==> config.mk <==
export PLATFORM = sky130hd
export DESIGN_NAME = cprb_register_bank
export DESIGN_NICKNAME = d
export VERILOG_FILES = /design/src/include/cprb_pkg.sv /design/src/core/cprb_register_bank.sv
export SDC_FILE = /design/constraint.sdc
export NUM_CORES = 1
export LEC_CHECK = 0
export CORE_MARGIN = 1
export CORE_UTILIZATION = 55
export CTS_CLUSTER_DIAMETER = 50
export CTS_CLUSTER_SIZE = 20
export DETAILED_ROUTE_END_ITERATION = 6
export DONT_BUFFER_PORTS = 1
export GPL_TIMING_DRIVEN = 0
export PLACE_DENSITY = 0.77
export SETUP_SLACK_MARGIN = 0.05
export SKIP_CTS_REPAIR_TIMING = 1
export SLEW_MARGIN = 25
export SYNTH_ARGS = -nofsm -noshare
export SYNTH_HDL_FRONTEND = slang
export SYNTH_SLANG_ARGS = --single-unit
==> constraint.sdc <==
create_clock -name clock_i -period 1.4 [get_ports clock_i]
set_input_delay 0.07 -clock clock_i [delete_from_list [all_inputs] [get_ports clock_i]]
set_output_delay 0.07 -clock clock_i [all_outputs]
set_load 0.01 [all_outputs]
==> src/include/cprb_pkg.sv <==
// Package for the charger power register bank: offsets, reset values,
// field positions and the structs that carry sense, trim and setup bytes.
// Assumes a single system clock shared with the serial slave and sequencer.
package cprb_pkg;

   ////////////////////////////////////////////////////////////////////////
   // Register offsets
   localparam logic [3:0] OFS_SEQ = 4'h0;
   localparam logic [3:0] OFS_EV1 = 4'h1;
   localparam logic [3:0] OFS_EV2 = 4'h2;
   localparam logic [3:0] OFS_LIVE = 4'h3;
   localparam logic [3:0] OFS_SPARE = 4'h4;
   localparam logic [3:0] OFS_CMD = 4'h5;
   localparam logic [3:0] OFS_SUP1 = 4'h6;
   localparam logic [3:0] OFS_SUP2 = 4'h7;
   localparam logic [3:0] OFS_CFG1 = 4'h8;
   localparam logic [3:0] OFS_CFG2 = 4'h9;
   localparam logic [3:0] OFS_VHI = 4'hA;
   localparam logic [3:0] OFS_VLO = 4'hB;
   localparam logic [3:0] OFS_CURRENT_LIMIT_CODE = 4'hC;
   localparam logic [3:0] OFS_AUX = 4'hD;
   localparam logic [3:0] OFS_CFG4 = 4'hE;
   localparam logic [3:0] OFS_CFG5 = 4'hF;

   ////////////////////////////////////////////////////////////////////////
   // Hard-wired values after reset, used until factory storage is copied
   localparam logic [7:0] RST_CMD = 8'h00;
   localparam logic [7:0] RST_SUP1 = 8'h00;
   localparam logic [7:0] RST_SUP2 = 8'h00;
   localparam logic [7:0] RST_CFG1 = 8'h28;
   localparam logic [7:0] RST_CFG2 = 8'hF3;
   localparam logic [7:0] RST_VHI = 8'h32;
   localparam logic [7:0] RST_VLO = 8'h10;
   localparam logic [7:0] RST_CURRENT_LIMIT_CODE = 8'hFF;
   localparam logic [7:0] RST_AUX = 8'h30;
   localparam logic [7:0] RST_CFG4 = 8'h23;
   localparam logic [7:0] RST_CFG5 = 8'h9E;

   ////////////////////////////////////////////////////////////////////////
   // Writable and implemented bits
   localparam logic [7:0] SUP1_BITS = 8'hBD;
   localparam logic [7:0] SUP2_BITS = 8'h7F;
   localparam logic [7:0] CFG1_BITS = 8'hF8;
   localparam logic [7:0] AUX_BITS = 8'h3F;
   localparam logic [7:0] ALL_BITS = 8'hFF;

   // Field positions
   localparam int CMD_ENABLE_BIT = 0;
   localparam int CMD_LOAD_BIT = 1;
   localparam int CFG1_MASK_ALL_BIT = 5;
   localparam int VLO_CODE_MSB = 7;
   localparam int VLO_CODE_LSB = 5;

   // Sequencer position codes
   localparam logic [3:0] SEQ_UVLO = 4'h0;
   localparam logic [3:0] SEQ_MAIN_ON = 4'hA;
   localparam logic [3:0] SEQ_ERROR = 4'hC;

   ////////////////////////////////////////////////////////////////////////
   // Carriers
   typedef struct packed {
      logic cc_mode;
      logic sync_out_of_range;
      logic frequency_set_resistor_bad;
      logic hard_thermal_shutdown;
      logic soft_thermal_shutdown;
      logic input_overvoltage_lockout;
      logic buck_overcurrent;
      logic output_overvoltage;
      logic output_undervoltage;
      logic aux_regulator_undervoltage;
      logic bias_converter_overcurrent;
      logic bias_converter_overvoltage;
      logic bias_converter_undervoltage;
      logic sync_too_high;
      logic sync_too_low;
      logic bias_full_duty;
      logic buck_full_duty;
      logic buck_power_good;
   } cprb_sense_s;

   typedef struct packed {
      logic [7:0] suppress_one;
      logic [7:0] suppress_two;
      logic [7:0] setup_one;
      logic [7:0] setup_two;
      logic [7:0] vout_high;
      logic [7:0] vout_low;
      logic [7:0] current_limit;
      logic [7:0] aux_regulator;
      logic [7:0] setup_four;
      logic [7:0] setup_five;
   } cprb_trim_s;

   localparam cprb_trim_s RST_TRIM = '{RST_SUP1, RST_SUP2, RST_CFG1, RST_CFG2, RST_VHI, RST_VLO,
                                       RST_CURRENT_LIMIT_CODE, RST_AUX, RST_CFG4, RST_CFG5};

   typedef struct packed {
      cprb_sense_s sense_meta;
      cprb_sense_s sense_sync;
      logic cc_prev;
      logic trim_done;
      cprb_trim_s regs;
      logic buck_enable;
      logic [7:0] ev1;
      logic [7:0] ev2;
      logic [10:0] applied_vout;
      logic load_pulse;
      logic [7:0] rd_data;
      logic irq;
   } cprb_state_s;

endpackage

==> src/core/cprb_register_bank.sv <==
// Byte register bank of the charger power controller, behind the serial
// slave's byte port. Sense inputs come from analog detectors and are
// synchronised; sequencer code and factory storage share this clock.
`timescale 1ns/100ps

module cprb_register_bank
   import cprb_pkg::*;
(
   input wire logic clock_i,
   input wire logic rstn_i,
   input wire logic [3:0] addr_i,
   input wire logic wr_en_i,
   input wire logic [7:0] wr_data_i,
   input wire logic rd_en_i,
   input wire logic [3:0] seq_code_i,
   input wire cprb_sense_s sense_i,
   input wire cprb_trim_s trim_i,
   output logic [7:0] rd_data_o,
   output logic irq_o,
   output cprb_trim_s setup_o,
   output logic buck_enable_o,
   output logic vout_load_o,
   output logic [10:0] output_voltage_code_o
);

   ////////////////////////////////////////////////////////////////////////
   // Helpers

   function automatic logic [7:0] merge_byte(input logic [7:0] old_v, input logic [7:0] new_v,
                                             input logic [7:0] bits);
      merge_byte = (old_v & ~bits) | (new_v & bits);
   endfunction

   // Set wins over the read-clear in the same cycle
   function automatic logic [7:0] event_next(input logic [7:0] old_v, input logic [7:0] set_v,
                                             input logic clr);
      event_next = (clr ? 8'h00 : old_v) | set_v;
   endfunction

   function automatic cprb_trim_s trim_clean(input cprb_trim_s t);
      cprb_trim_s r;
      r = t;
      r.suppress_one = t.suppress_one & SUP1_BITS;
      r.suppress_two = t.suppress_two & SUP2_BITS;
      r.setup_one = t.setup_one & CFG1_BITS;
      r.aux_regulator = t.aux_regulator & AUX_BITS;
      trim_clean = r;
   endfunction

   cprb_state_s st;
   cprb_state_s next_st;
   logic [7:0] ev1_set;
   logic [7:0] ev2_set;
   logic [7:0] eff1;
   logic [7:0] eff2;
   logic rd_ev1;
   logic rd_ev2;

   ////////////////////////////////////////////////////////////////////////
   // Next-state logic

   always_comb begin
      next_st = st;
      next_st.sense_meta = sense_i;
      next_st.sense_sync = st.sense_meta;
      next_st.cc_prev = st.sense_sync.cc_mode;
      next_st.load_pulse = 1'b0;

      // Level causes keep re-setting while present, so a read cannot drop them
      ev1_set = {st.sense_sync.cc_mode ^ st.cc_prev,
                 1'b0,
                 st.sense_sync.sync_out_of_range,
                 st.sense_sync.frequency_set_resistor_bad,
                 st.sense_sync.hard_thermal_shutdown,
                 st.sense_sync.soft_thermal_shutdown,
                 1'b0,
                 st.sense_sync.input_overvoltage_lockout};
      ev2_set = {1'b0,
                 st.sense_sync.buck_overcurrent,
                 st.sense_sync.output_overvoltage,
                 st.sense_sync.output_undervoltage,
                 st.sense_sync.aux_regulator_undervoltage,
                 st.sense_sync.bias_converter_overcurrent,
                 st.sense_sync.bias_converter_overvoltage,
                 st.sense_sync.bias_converter_undervoltage};

      rd_ev1 = rd_en_i && (addr_i == OFS_EV1);
      rd_ev2 = rd_en_i && (addr_i == OFS_EV2);
      next_st.ev1 = event_next(st.ev1, ev1_set, rd_ev1);
      next_st.ev2 = event_next(st.ev2, ev2_set, rd_ev2);

      // Factory copy happens once, one edge after reset release
      if (!st.trim_done) begin
         next_st.regs = trim_clean(trim_i);
         next_st.trim_done = 1'b1;
      end else if (wr_en_i) begin
         case (addr_i)
            OFS_CMD: begin
               next_st.buck_enable = wr_data_i[CMD_ENABLE_BIT];
               if (wr_data_i[CMD_LOAD_BIT]) begin
                  next_st.load_pulse = 1'b1;
                  next_st.applied_vout = {st.regs.vout_high,
                                          st.regs.vout_low[VLO_CODE_MSB:VLO_CODE_LSB]};
               end
            end
            OFS_SUP1: next_st.regs.suppress_one = merge_byte(st.regs.suppress_one, wr_data_i, SUP1_BITS);
            OFS_SUP2: next_st.regs.suppress_two = merge_byte(st.regs.suppress_two, wr_data_i, SUP2_BITS);
            OFS_CFG1: next_st.regs.setup_one = merge_byte(st.regs.setup_one, wr_data_i, CFG1_BITS);
            OFS_CFG2: next_st.regs.setup_two = wr_data_i;
            OFS_VHI: next_st.regs.vout_high = wr_data_i;
            OFS_VLO: next_st.regs.vout_low = wr_data_i;
            OFS_CURRENT_LIMIT_CODE: next_st.regs.current_limit = wr_data_i;
            OFS_AUX: next_st.regs.aux_regulator = merge_byte(st.regs.aux_regulator, wr_data_i,
                                                             AUX_BITS);
            OFS_CFG4: next_st.regs.setup_four = wr_data_i;
            OFS_CFG5: next_st.regs.setup_five = wr_data_i;
            default: begin
               // Read-only and reserved offsets ignore writes
            end
         endcase
      end

      // Read data is the value before any clear of this edge
      if (rd_en_i) begin
         unique case (addr_i)
            // Code is passed through each cycle, so short phases are rarely caught
            OFS_SEQ: next_st.rd_data = {4'h0, seq_code_i};
            OFS_EV1: next_st.rd_data = st.ev1;
            OFS_EV2: next_st.rd_data = st.ev2;
            OFS_LIVE: next_st.rd_data = {st.sense_sync.sync_too_high, st.sense_sync.sync_too_low,
                                         st.sense_sync.bias_full_duty, st.sense_sync.cc_mode,
                                         st.sense_sync.buck_full_duty, st.sense_sync.buck_power_good,
                                         2'b00};
            OFS_SPARE: next_st.rd_data = 8'h00;
            OFS_CMD: next_st.rd_data = {7'h00, st.buck_enable};                   // Load bit reads 0
            OFS_SUP1: next_st.rd_data = st.regs.suppress_one;
            OFS_SUP2: next_st.rd_data = st.regs.suppress_two;
            OFS_CFG1: next_st.rd_data = st.regs.setup_one;
            OFS_CFG2: next_st.rd_data = st.regs.setup_two;
            OFS_VHI: next_st.rd_data = st.regs.vout_high;
            OFS_VLO: next_st.rd_data = st.regs.vout_low;
            OFS_CURRENT_LIMIT_CODE: next_st.rd_data = st.regs.current_limit;
            OFS_AUX: next_st.rd_data = st.regs.aux_regulator;
            OFS_CFG4: next_st.rd_data = st.regs.setup_four;
            OFS_CFG5: next_st.rd_data = st.regs.setup_five;
         endcase
      end

      // Masking only gates the output; recording is untouched
      eff1 = next_st.regs.suppress_one | {8{next_st.regs.setup_one[CFG1_MASK_ALL_BIT]}};
      eff2 = next_st.regs.suppress_two | {8{next_st.regs.setup_one[CFG1_MASK_ALL_BIT]}};
      next_st.irq = |((next_st.ev1 & ~eff1) | (next_st.ev2 & ~eff2));
   end

   ////////////////////////////////////////////////////////////////////////
   // State register

   always_ff @(posedge clock_i or negedge rstn_i) begin
      if (!rstn_i) begin
         st <= '0;
         st.regs <= RST_TRIM;
         st.applied_vout <= {RST_VHI, RST_VLO[VLO_CODE_MSB:VLO_CODE_LSB]};
      end else begin
         st <= next_st;
      end
   end

   assign rd_data_o = st.rd_data;
   assign irq_o = st.irq;
   assign setup_o = st.regs;
   assign buck_enable_o = st.buck_enable;
   assign vout_load_o = st.load_pulse;
   assign output_voltage_code_o = st.applied_vout;
endmodule // cprb_register_bank

==> flow_summary.yaml, run 1 <==
outcome:
  status: "finished, violations left"
  violations: "negative hold slack, negative setup slack"
synth:
  yosysWarnings: 0
  async_flop_share_pct: 100
  syn_avg_cell_area_um2: 10.4
  synth_adder_area_share_pct: 0
  synth_top_flop_cell: "dfrtp_1"
  synth-compound-area-share_pct: 14.5
  synth_edf_count: 0
  syn_inst: 743
  synthSimpleGateAreaFrac_pct: 10.1
  yosysUniqueCellTypes: 60
  yosys_register_bits: 151
  synth.cell_area_um2: 7740
  synth_xor_area_share_pct: 0.113
  synth_mux_area_share_pct: 12.4
  synth_top_family_by_area: "compound AO/OA/AOI/OAI gates"
  synth-seq-area-share_pct: 49.4
pwr:
  clkPwrFrac_pct: 36.2
  p_leak_nw: 4.54
  peakVddDrop_mv: 0.919
  p_int_mw: 8.42
  switchingPower_mw: 3.75
  power_density_nw_per_um2: 1120
  p_sw_share_pct: 30.8
  power_frac_seq_pct: 42.6
  combPwrFrac_pct: 21.2
layout:
  syn_to_final_growth_pct: 40.6
  fin_nets: 1010
  layout.cells.non_filler: 1082
  finish.instance_area_um2: 10900
  layout-drive-gt1-share_pct: 44.5
sta:
  drv_slew: 0
  grt_setup_unrepaired: "yes"
  min_period_over_period_pct: 128
  worst_slack_ps: -397
  period_needed_ps: 1800
  finalSetupViolCount: 55
  fin_setup_tns_ps: -5220
  max_slew_margin_pct: 42.9
  hold_violations: 151
  skew_ps: 8.08
  fin_hold_ws_ps: -672
  fmax_mhz: 556
  tightest_slew_ps: 857
setup_path:
  rr_worst_depth: 6
  end_kind: "flip-flop"
  worst-path-buf-inv: 0
  cp_num_cells: 6
  critical-path-max-stage-delay_ps: 580
  r2r_end: "rd_data_o[5]"
  worstPathCellList: "mux2i_2, nor2_1, a31oi_1, o21ai_1, a222oi_1, a21oi_1"
  worstSetupStartpointType: "flip-flop"
  cp-startpoint: "setup_o[45]"
  critical_path.top_delay_family: "compound AO/OA/AOI/OAI gates"
  crit_fanout: 3
  crit_required_ps: 1680
  crit_path_end: "rd_data_o[5]"
  r2r-start: "setup_o[45]"
  r2r_slack_ps: -400
  crit_path_top_delay_cell: "a222oi_1"
  arrival_ps: 2080
  worstSetupPathType: "reg -> reg"
floorplan:
  core_area_um2: 13500
  rows: 42
  io_pins: 220
  die_h_um: 121
  start_util_pct: 57.3
  fp.dieW_um: 121
  die_area_um2: 14500
drt:
  first_pass_iters: 6
  route.antenna.remaining_nets: 0
  drt-total-wl_mm: 29.3
  vias: 6870
  via_per_inst: 6.35
  drc_errors: 0
  routedWlPerCell_um: 27.1
  drt_iter0_markers: 790
grt:
  grt_pass1_vias: 5836
  antenna_found_initial: 1
  overflow: 0
  grt_max_degree: 152
  gr-usage-all-layers_pct: 34.4
  grt_pass1_wl_mm: 36.0
min_path:
  min_path_type: "in -> async"
run:
  drv_cap: 0
placed_design:
  io_buffers: 0
  dp.cells: 923
  place_area_um2: 8050
  dp_slack_ps: -773
  hpwlAfterDp_mm: 17.9
  place_congestion: 0.910
clocking:
  cts_tree: "done"
  root_buffer: "clkbuf_16"
  cts_max_level: 4
  insertion_delay_ps: 440
  clkTransAtPathRegs_ps: 70
  clockBufferDepth: 2
  numCtsBuffers: 17
  numClockSinks: 151
==> final cells by class <==
class,count,area (µm²)
fillers,733,2630
repair buffers,126,1400
well taps,176,220
clock buffers,17,425
multi-input cells,428,3570
flip-flops and latches,151,3820
clock inverters,15,135
plain buffers,147,1220
diodes,1,2.50
inverters,21,78.8
==> how the worst min path moves through the flow <==
| stage | to | slack (ps) | cells after the start |
|---|---|---|---|
| after floorplan | buck_enable_o | -230 | 0 |
| after global placement | vout_load_o | -220 | 0 |
| after detailed placement | vout_load_o | -220 | 0 |
| after CTS | setup_o[38] | -680 | 0 |
| after global routing | vout_load_o | -690 | 0 |
| final | vout_load_o | -670 | 0 |
==> layer usage <==
metal	global-route usage [%]	wire length, µm
met4	11.9	1260
met3	9.34	2760
met2	53.6	14300
met5	0	0
met1	46.5	11000
==> cells in the final DEF (no fill, tap or decap), types with 4 or more instances in the layout <==
cell type	count
nor2_2	16
nor2_4	37
inv_6	6
buf_4	120
and2_1	6
clkinvlp_4	5
nand3_1	13
clkbuf_1	10
buf_6	11
o21ai_1	6
clkbuf_2	4
and3_1	4
a222oi_1	4
buf_8	5
mux2_2	17
a21o_1	5
dlygate4sd3_1	93
nor2_1	28
a221oi_1	5
inv_1	19
dfrtp_1	115
dfstp_2	33
conb_1	6
mux2_4	4
o22a_1	4
nor2b_1	8
buf_2	8
mux2i_1	68
o21ai_0	7
a21oi_1	33
nand2_1	14
buf_12	12
a21oi_2	49
a31oi_1	13
clkbuf_16	27
a22oi_1	7
nand3_4	4
==> cell families after synthesis <==
kind of cell,after synthesis
buffers and inverters,168
AO/OA/AOI/OAI,176
XOR/XNOR,1
multiplexers,92
flip-flops,151
AND/OR/NAND/NOR,153
other,2
==> power by group through the flow <==
stage          logic [mW]  clock network (mW)  registers (mW)
2_1_floorplan        1.42                   0            5.05
3_3_place_gp         1.72                   0            5.19
3_5_place_dp         1.74                   0            5.21
4_1_cts              1.75                4.39            5.14
5_1_grt              2.69                4.59            5.20
6_report             2.57                4.40            5.19
==> synthesized netlist by cell type (all sizes together), types with 9 or more instances <==
cell	number	area, µm²
o21ai	13	65.1
mux2i	70	701
dfrtp	118	2950
mux2	21	236
dfstp	33	867
a22oi	9	67.6
buf	123	871
nor2	81	324
nand2	17	68.8
nand3	19	133
inv	21	78.8
a31oi	15	93.8
a21oi	83	415
clkbuf	24	90.1
==> registers in the layout (all words and copies together) (netlist names) <==
name                   cells
setup_o                   75
st                        23
next_st                   19
output_voltage_code_o     11
rd_data_o                  8
ev2_set                    7
ev1_set                    5
buck_enable_o              1
irq_o                      1
vout_load_o                1
==> per-stage QoR <==
stage	power (mW)	hold slack, ps	utilization, %
floorplan	6.47	-226	-
global placement	6.91	-222	59.6
detailed placement	6.95	-223	59.6
CTS	11.3	-677	63.8
global route	12.5	-688	80.5
finish	12.2	-672	80.5
Power figures use the tool's default switching activity.
==> run 2, diff against run 1 <==
CORE_MARGIN = 2   (was 1)
==> run 2 against run 1 <==
Effect of this change: the flow still finishes with violations (negative hold slack, negative setup slack); register-to-register slack worse by 60 ps; sequential power hardly changed; combinational power down 13%; first-iteration DRC count is 9.7% higher; fmax shrank 3.3%; final cell count decreased by 1.5%; utilization fell by 7.3 points; setup slack got worse by 62 ps; via count decreased by 4.0%; critical path type unchanged; critical endpoint unchanged; largest cell class unchanged.
==> flow_summary.yaml, run 2 (synthesis results as in run 1) <==
layout:
  final_cell_mix: "buf_4 (119), dfrtp_1 (116), dlygate4sd3_1 (94)"
  fin_nets: 991
  final_common_cell: "buf_4"
  syn_to_final_growth_pct: 30.8
  layout-drive-gt1-share_pct: 35.1
  largest_reg_flops: 75
  antenna_cells: 0
  n_fill_cell: 920
drt:
  drt_iter0_markers: 867
  first_pass_iters: 5
  routedWlPerCell_um: 25.1
  drc_errors: 0
  via_per_inst: 6.18
  route.antenna.remaining_nets: 0
  vias: 6592
  drt-total-wl_mm: 26.8
clocking:
  clockBufferDepth: 2
  insertion_delay_ps: 430
  clkTransAtPathRegs_ps: 60
  cts_max_level: 4
  numClockSinks: 151
  cts_tree: "done"
  root_buffer: "clkbuf_16"
  numCtsBuffers: 17
pwr:
  power_mw: 12.0
  power_density_nw_per_um2: 1180
  p_leak_nw: 4.30
  peakVddDrop_mv: 0.847
grt:
  grt_pass1_vias: 5671
  grt_pass1_wl_mm: 35.2
  overflow: 0
  grt_max_degree: 152
  antenna_found_initial: 0
  gr-usage-all-layers_pct: 32.6
sta:
  max_slew_margin_pct: 41.9
  fmax_mhz: 538
  finalSetupViolCount: 22
  min_period_over_period_pct: 133
  worst_slack_ps: -459
  skew_ps: 8.00
  drv_slew: 0
  hold_violations: 152
  fin_hold_ws_ps: -671
  tightest_slew_ps: 871
  grt_setup_unrepaired: "yes"
  period_needed_ps: 1860
floorplan:
  die_area_um2: 15000
  die_h_um: 123
  start_util_pct: 55.9
  core_area_um2: 13800
  io_pins: 220
  rows: 43
  fp.dieW_um: 123
setup_path:
  arrival_ps: 2160
  worstSetupPathType: "reg -> reg"
  worstSetupStartpointType: "flip-flop"
  crit_fanout: 4
  crit_required_ps: 1700
  rr_worst_depth: 6
  end_kind: "flip-flop"
run:
  drv_cap: 0
placed_design:
  hpwlAfterDp_mm: 17.9
  io_buffers: 0
  dp_slack_ps: -730
  place_congestion: 0.967
outcome:
  status: "finished, violations left"
  violations: "negative hold slack, negative setup slack"
min_path:
  min_path_type: "in -> async"
==> run 2: stage by stage <==
stage,instances,setup TNS (ps),utilization [%],instance area [µm²]
detailed placement,927,-22990,58.3,8060
global placement,927,-20960,58.3,8060
floorplan,747,-41.4,-,7830
finish,1066,-2540,73.2,10100
global route,1066,-3090,73.2,10100
CTS,959,-10630,62.5,8640
==> run 2: report_power, final <==
part | switching [mW] | internal [mW] | total [mW]
clock | 1.84 | 2.72 | 4.56
sequential | 0.353 | 4.81 | 5.16
combinational | 1.13 | 1.11 | 2.24
==> run 2: worst paths after layout <==
kind / startpoint / to / slack (ps)
max: setup_o[45] / rd_data_o[5] / -460
min: rstn_i / setup_o[35] / -670
max reg2reg: setup_o[45] / rd_data_o[5] / -460
min reg2reg: next_st[121] / st[121] / 350
max in group asynchronous: rstn_i / setup_o[29] / 1740
min in group clock_i: addr_i[2] / setup_o[64] / -10
==> run 2: cell type report <==
| type | count | area [µm²] | share of cell area [%] |
|---|---|---|---|
| Clock buffer | 22 | 464 | 4.59 |
| Inverter | 21 | 78.8 | 0.779 |
| Clock inverter | 10 | 119 | 1.17 |
| Buffer | 147 | 1150 | 11.4 |
| Timing Repair Buffer | 107 | 1050 | 10.4 |
| Multi-Input combinational cell | 428 | 3200 | 31.6 |
| Tap cell | 180 | 225 | 2.23 |
| Sequential cell | 151 | 3820 | 37.8 |
==> run 2: critical path, stage by stage (launching register included) <==
cell	delay [ps]
dfstp_2	400
mux2i_1	210
nor2_1	60
a31oi_1	130
o21ai_0	110
a222oi_1	660
a21oi_1	140
==> run 2: metal layers <==
metal / GRT usage (%) / routed length (µm) / vias to the layer above
met1: 45.3 / 10600 / 3314
met2: 50.5 / 12900 / 413
met4: 10.3 / 1000 / 0
li1: - / - / 2783
met5: 0 / 0 / -
met3: 8.04 / 2370 / 82
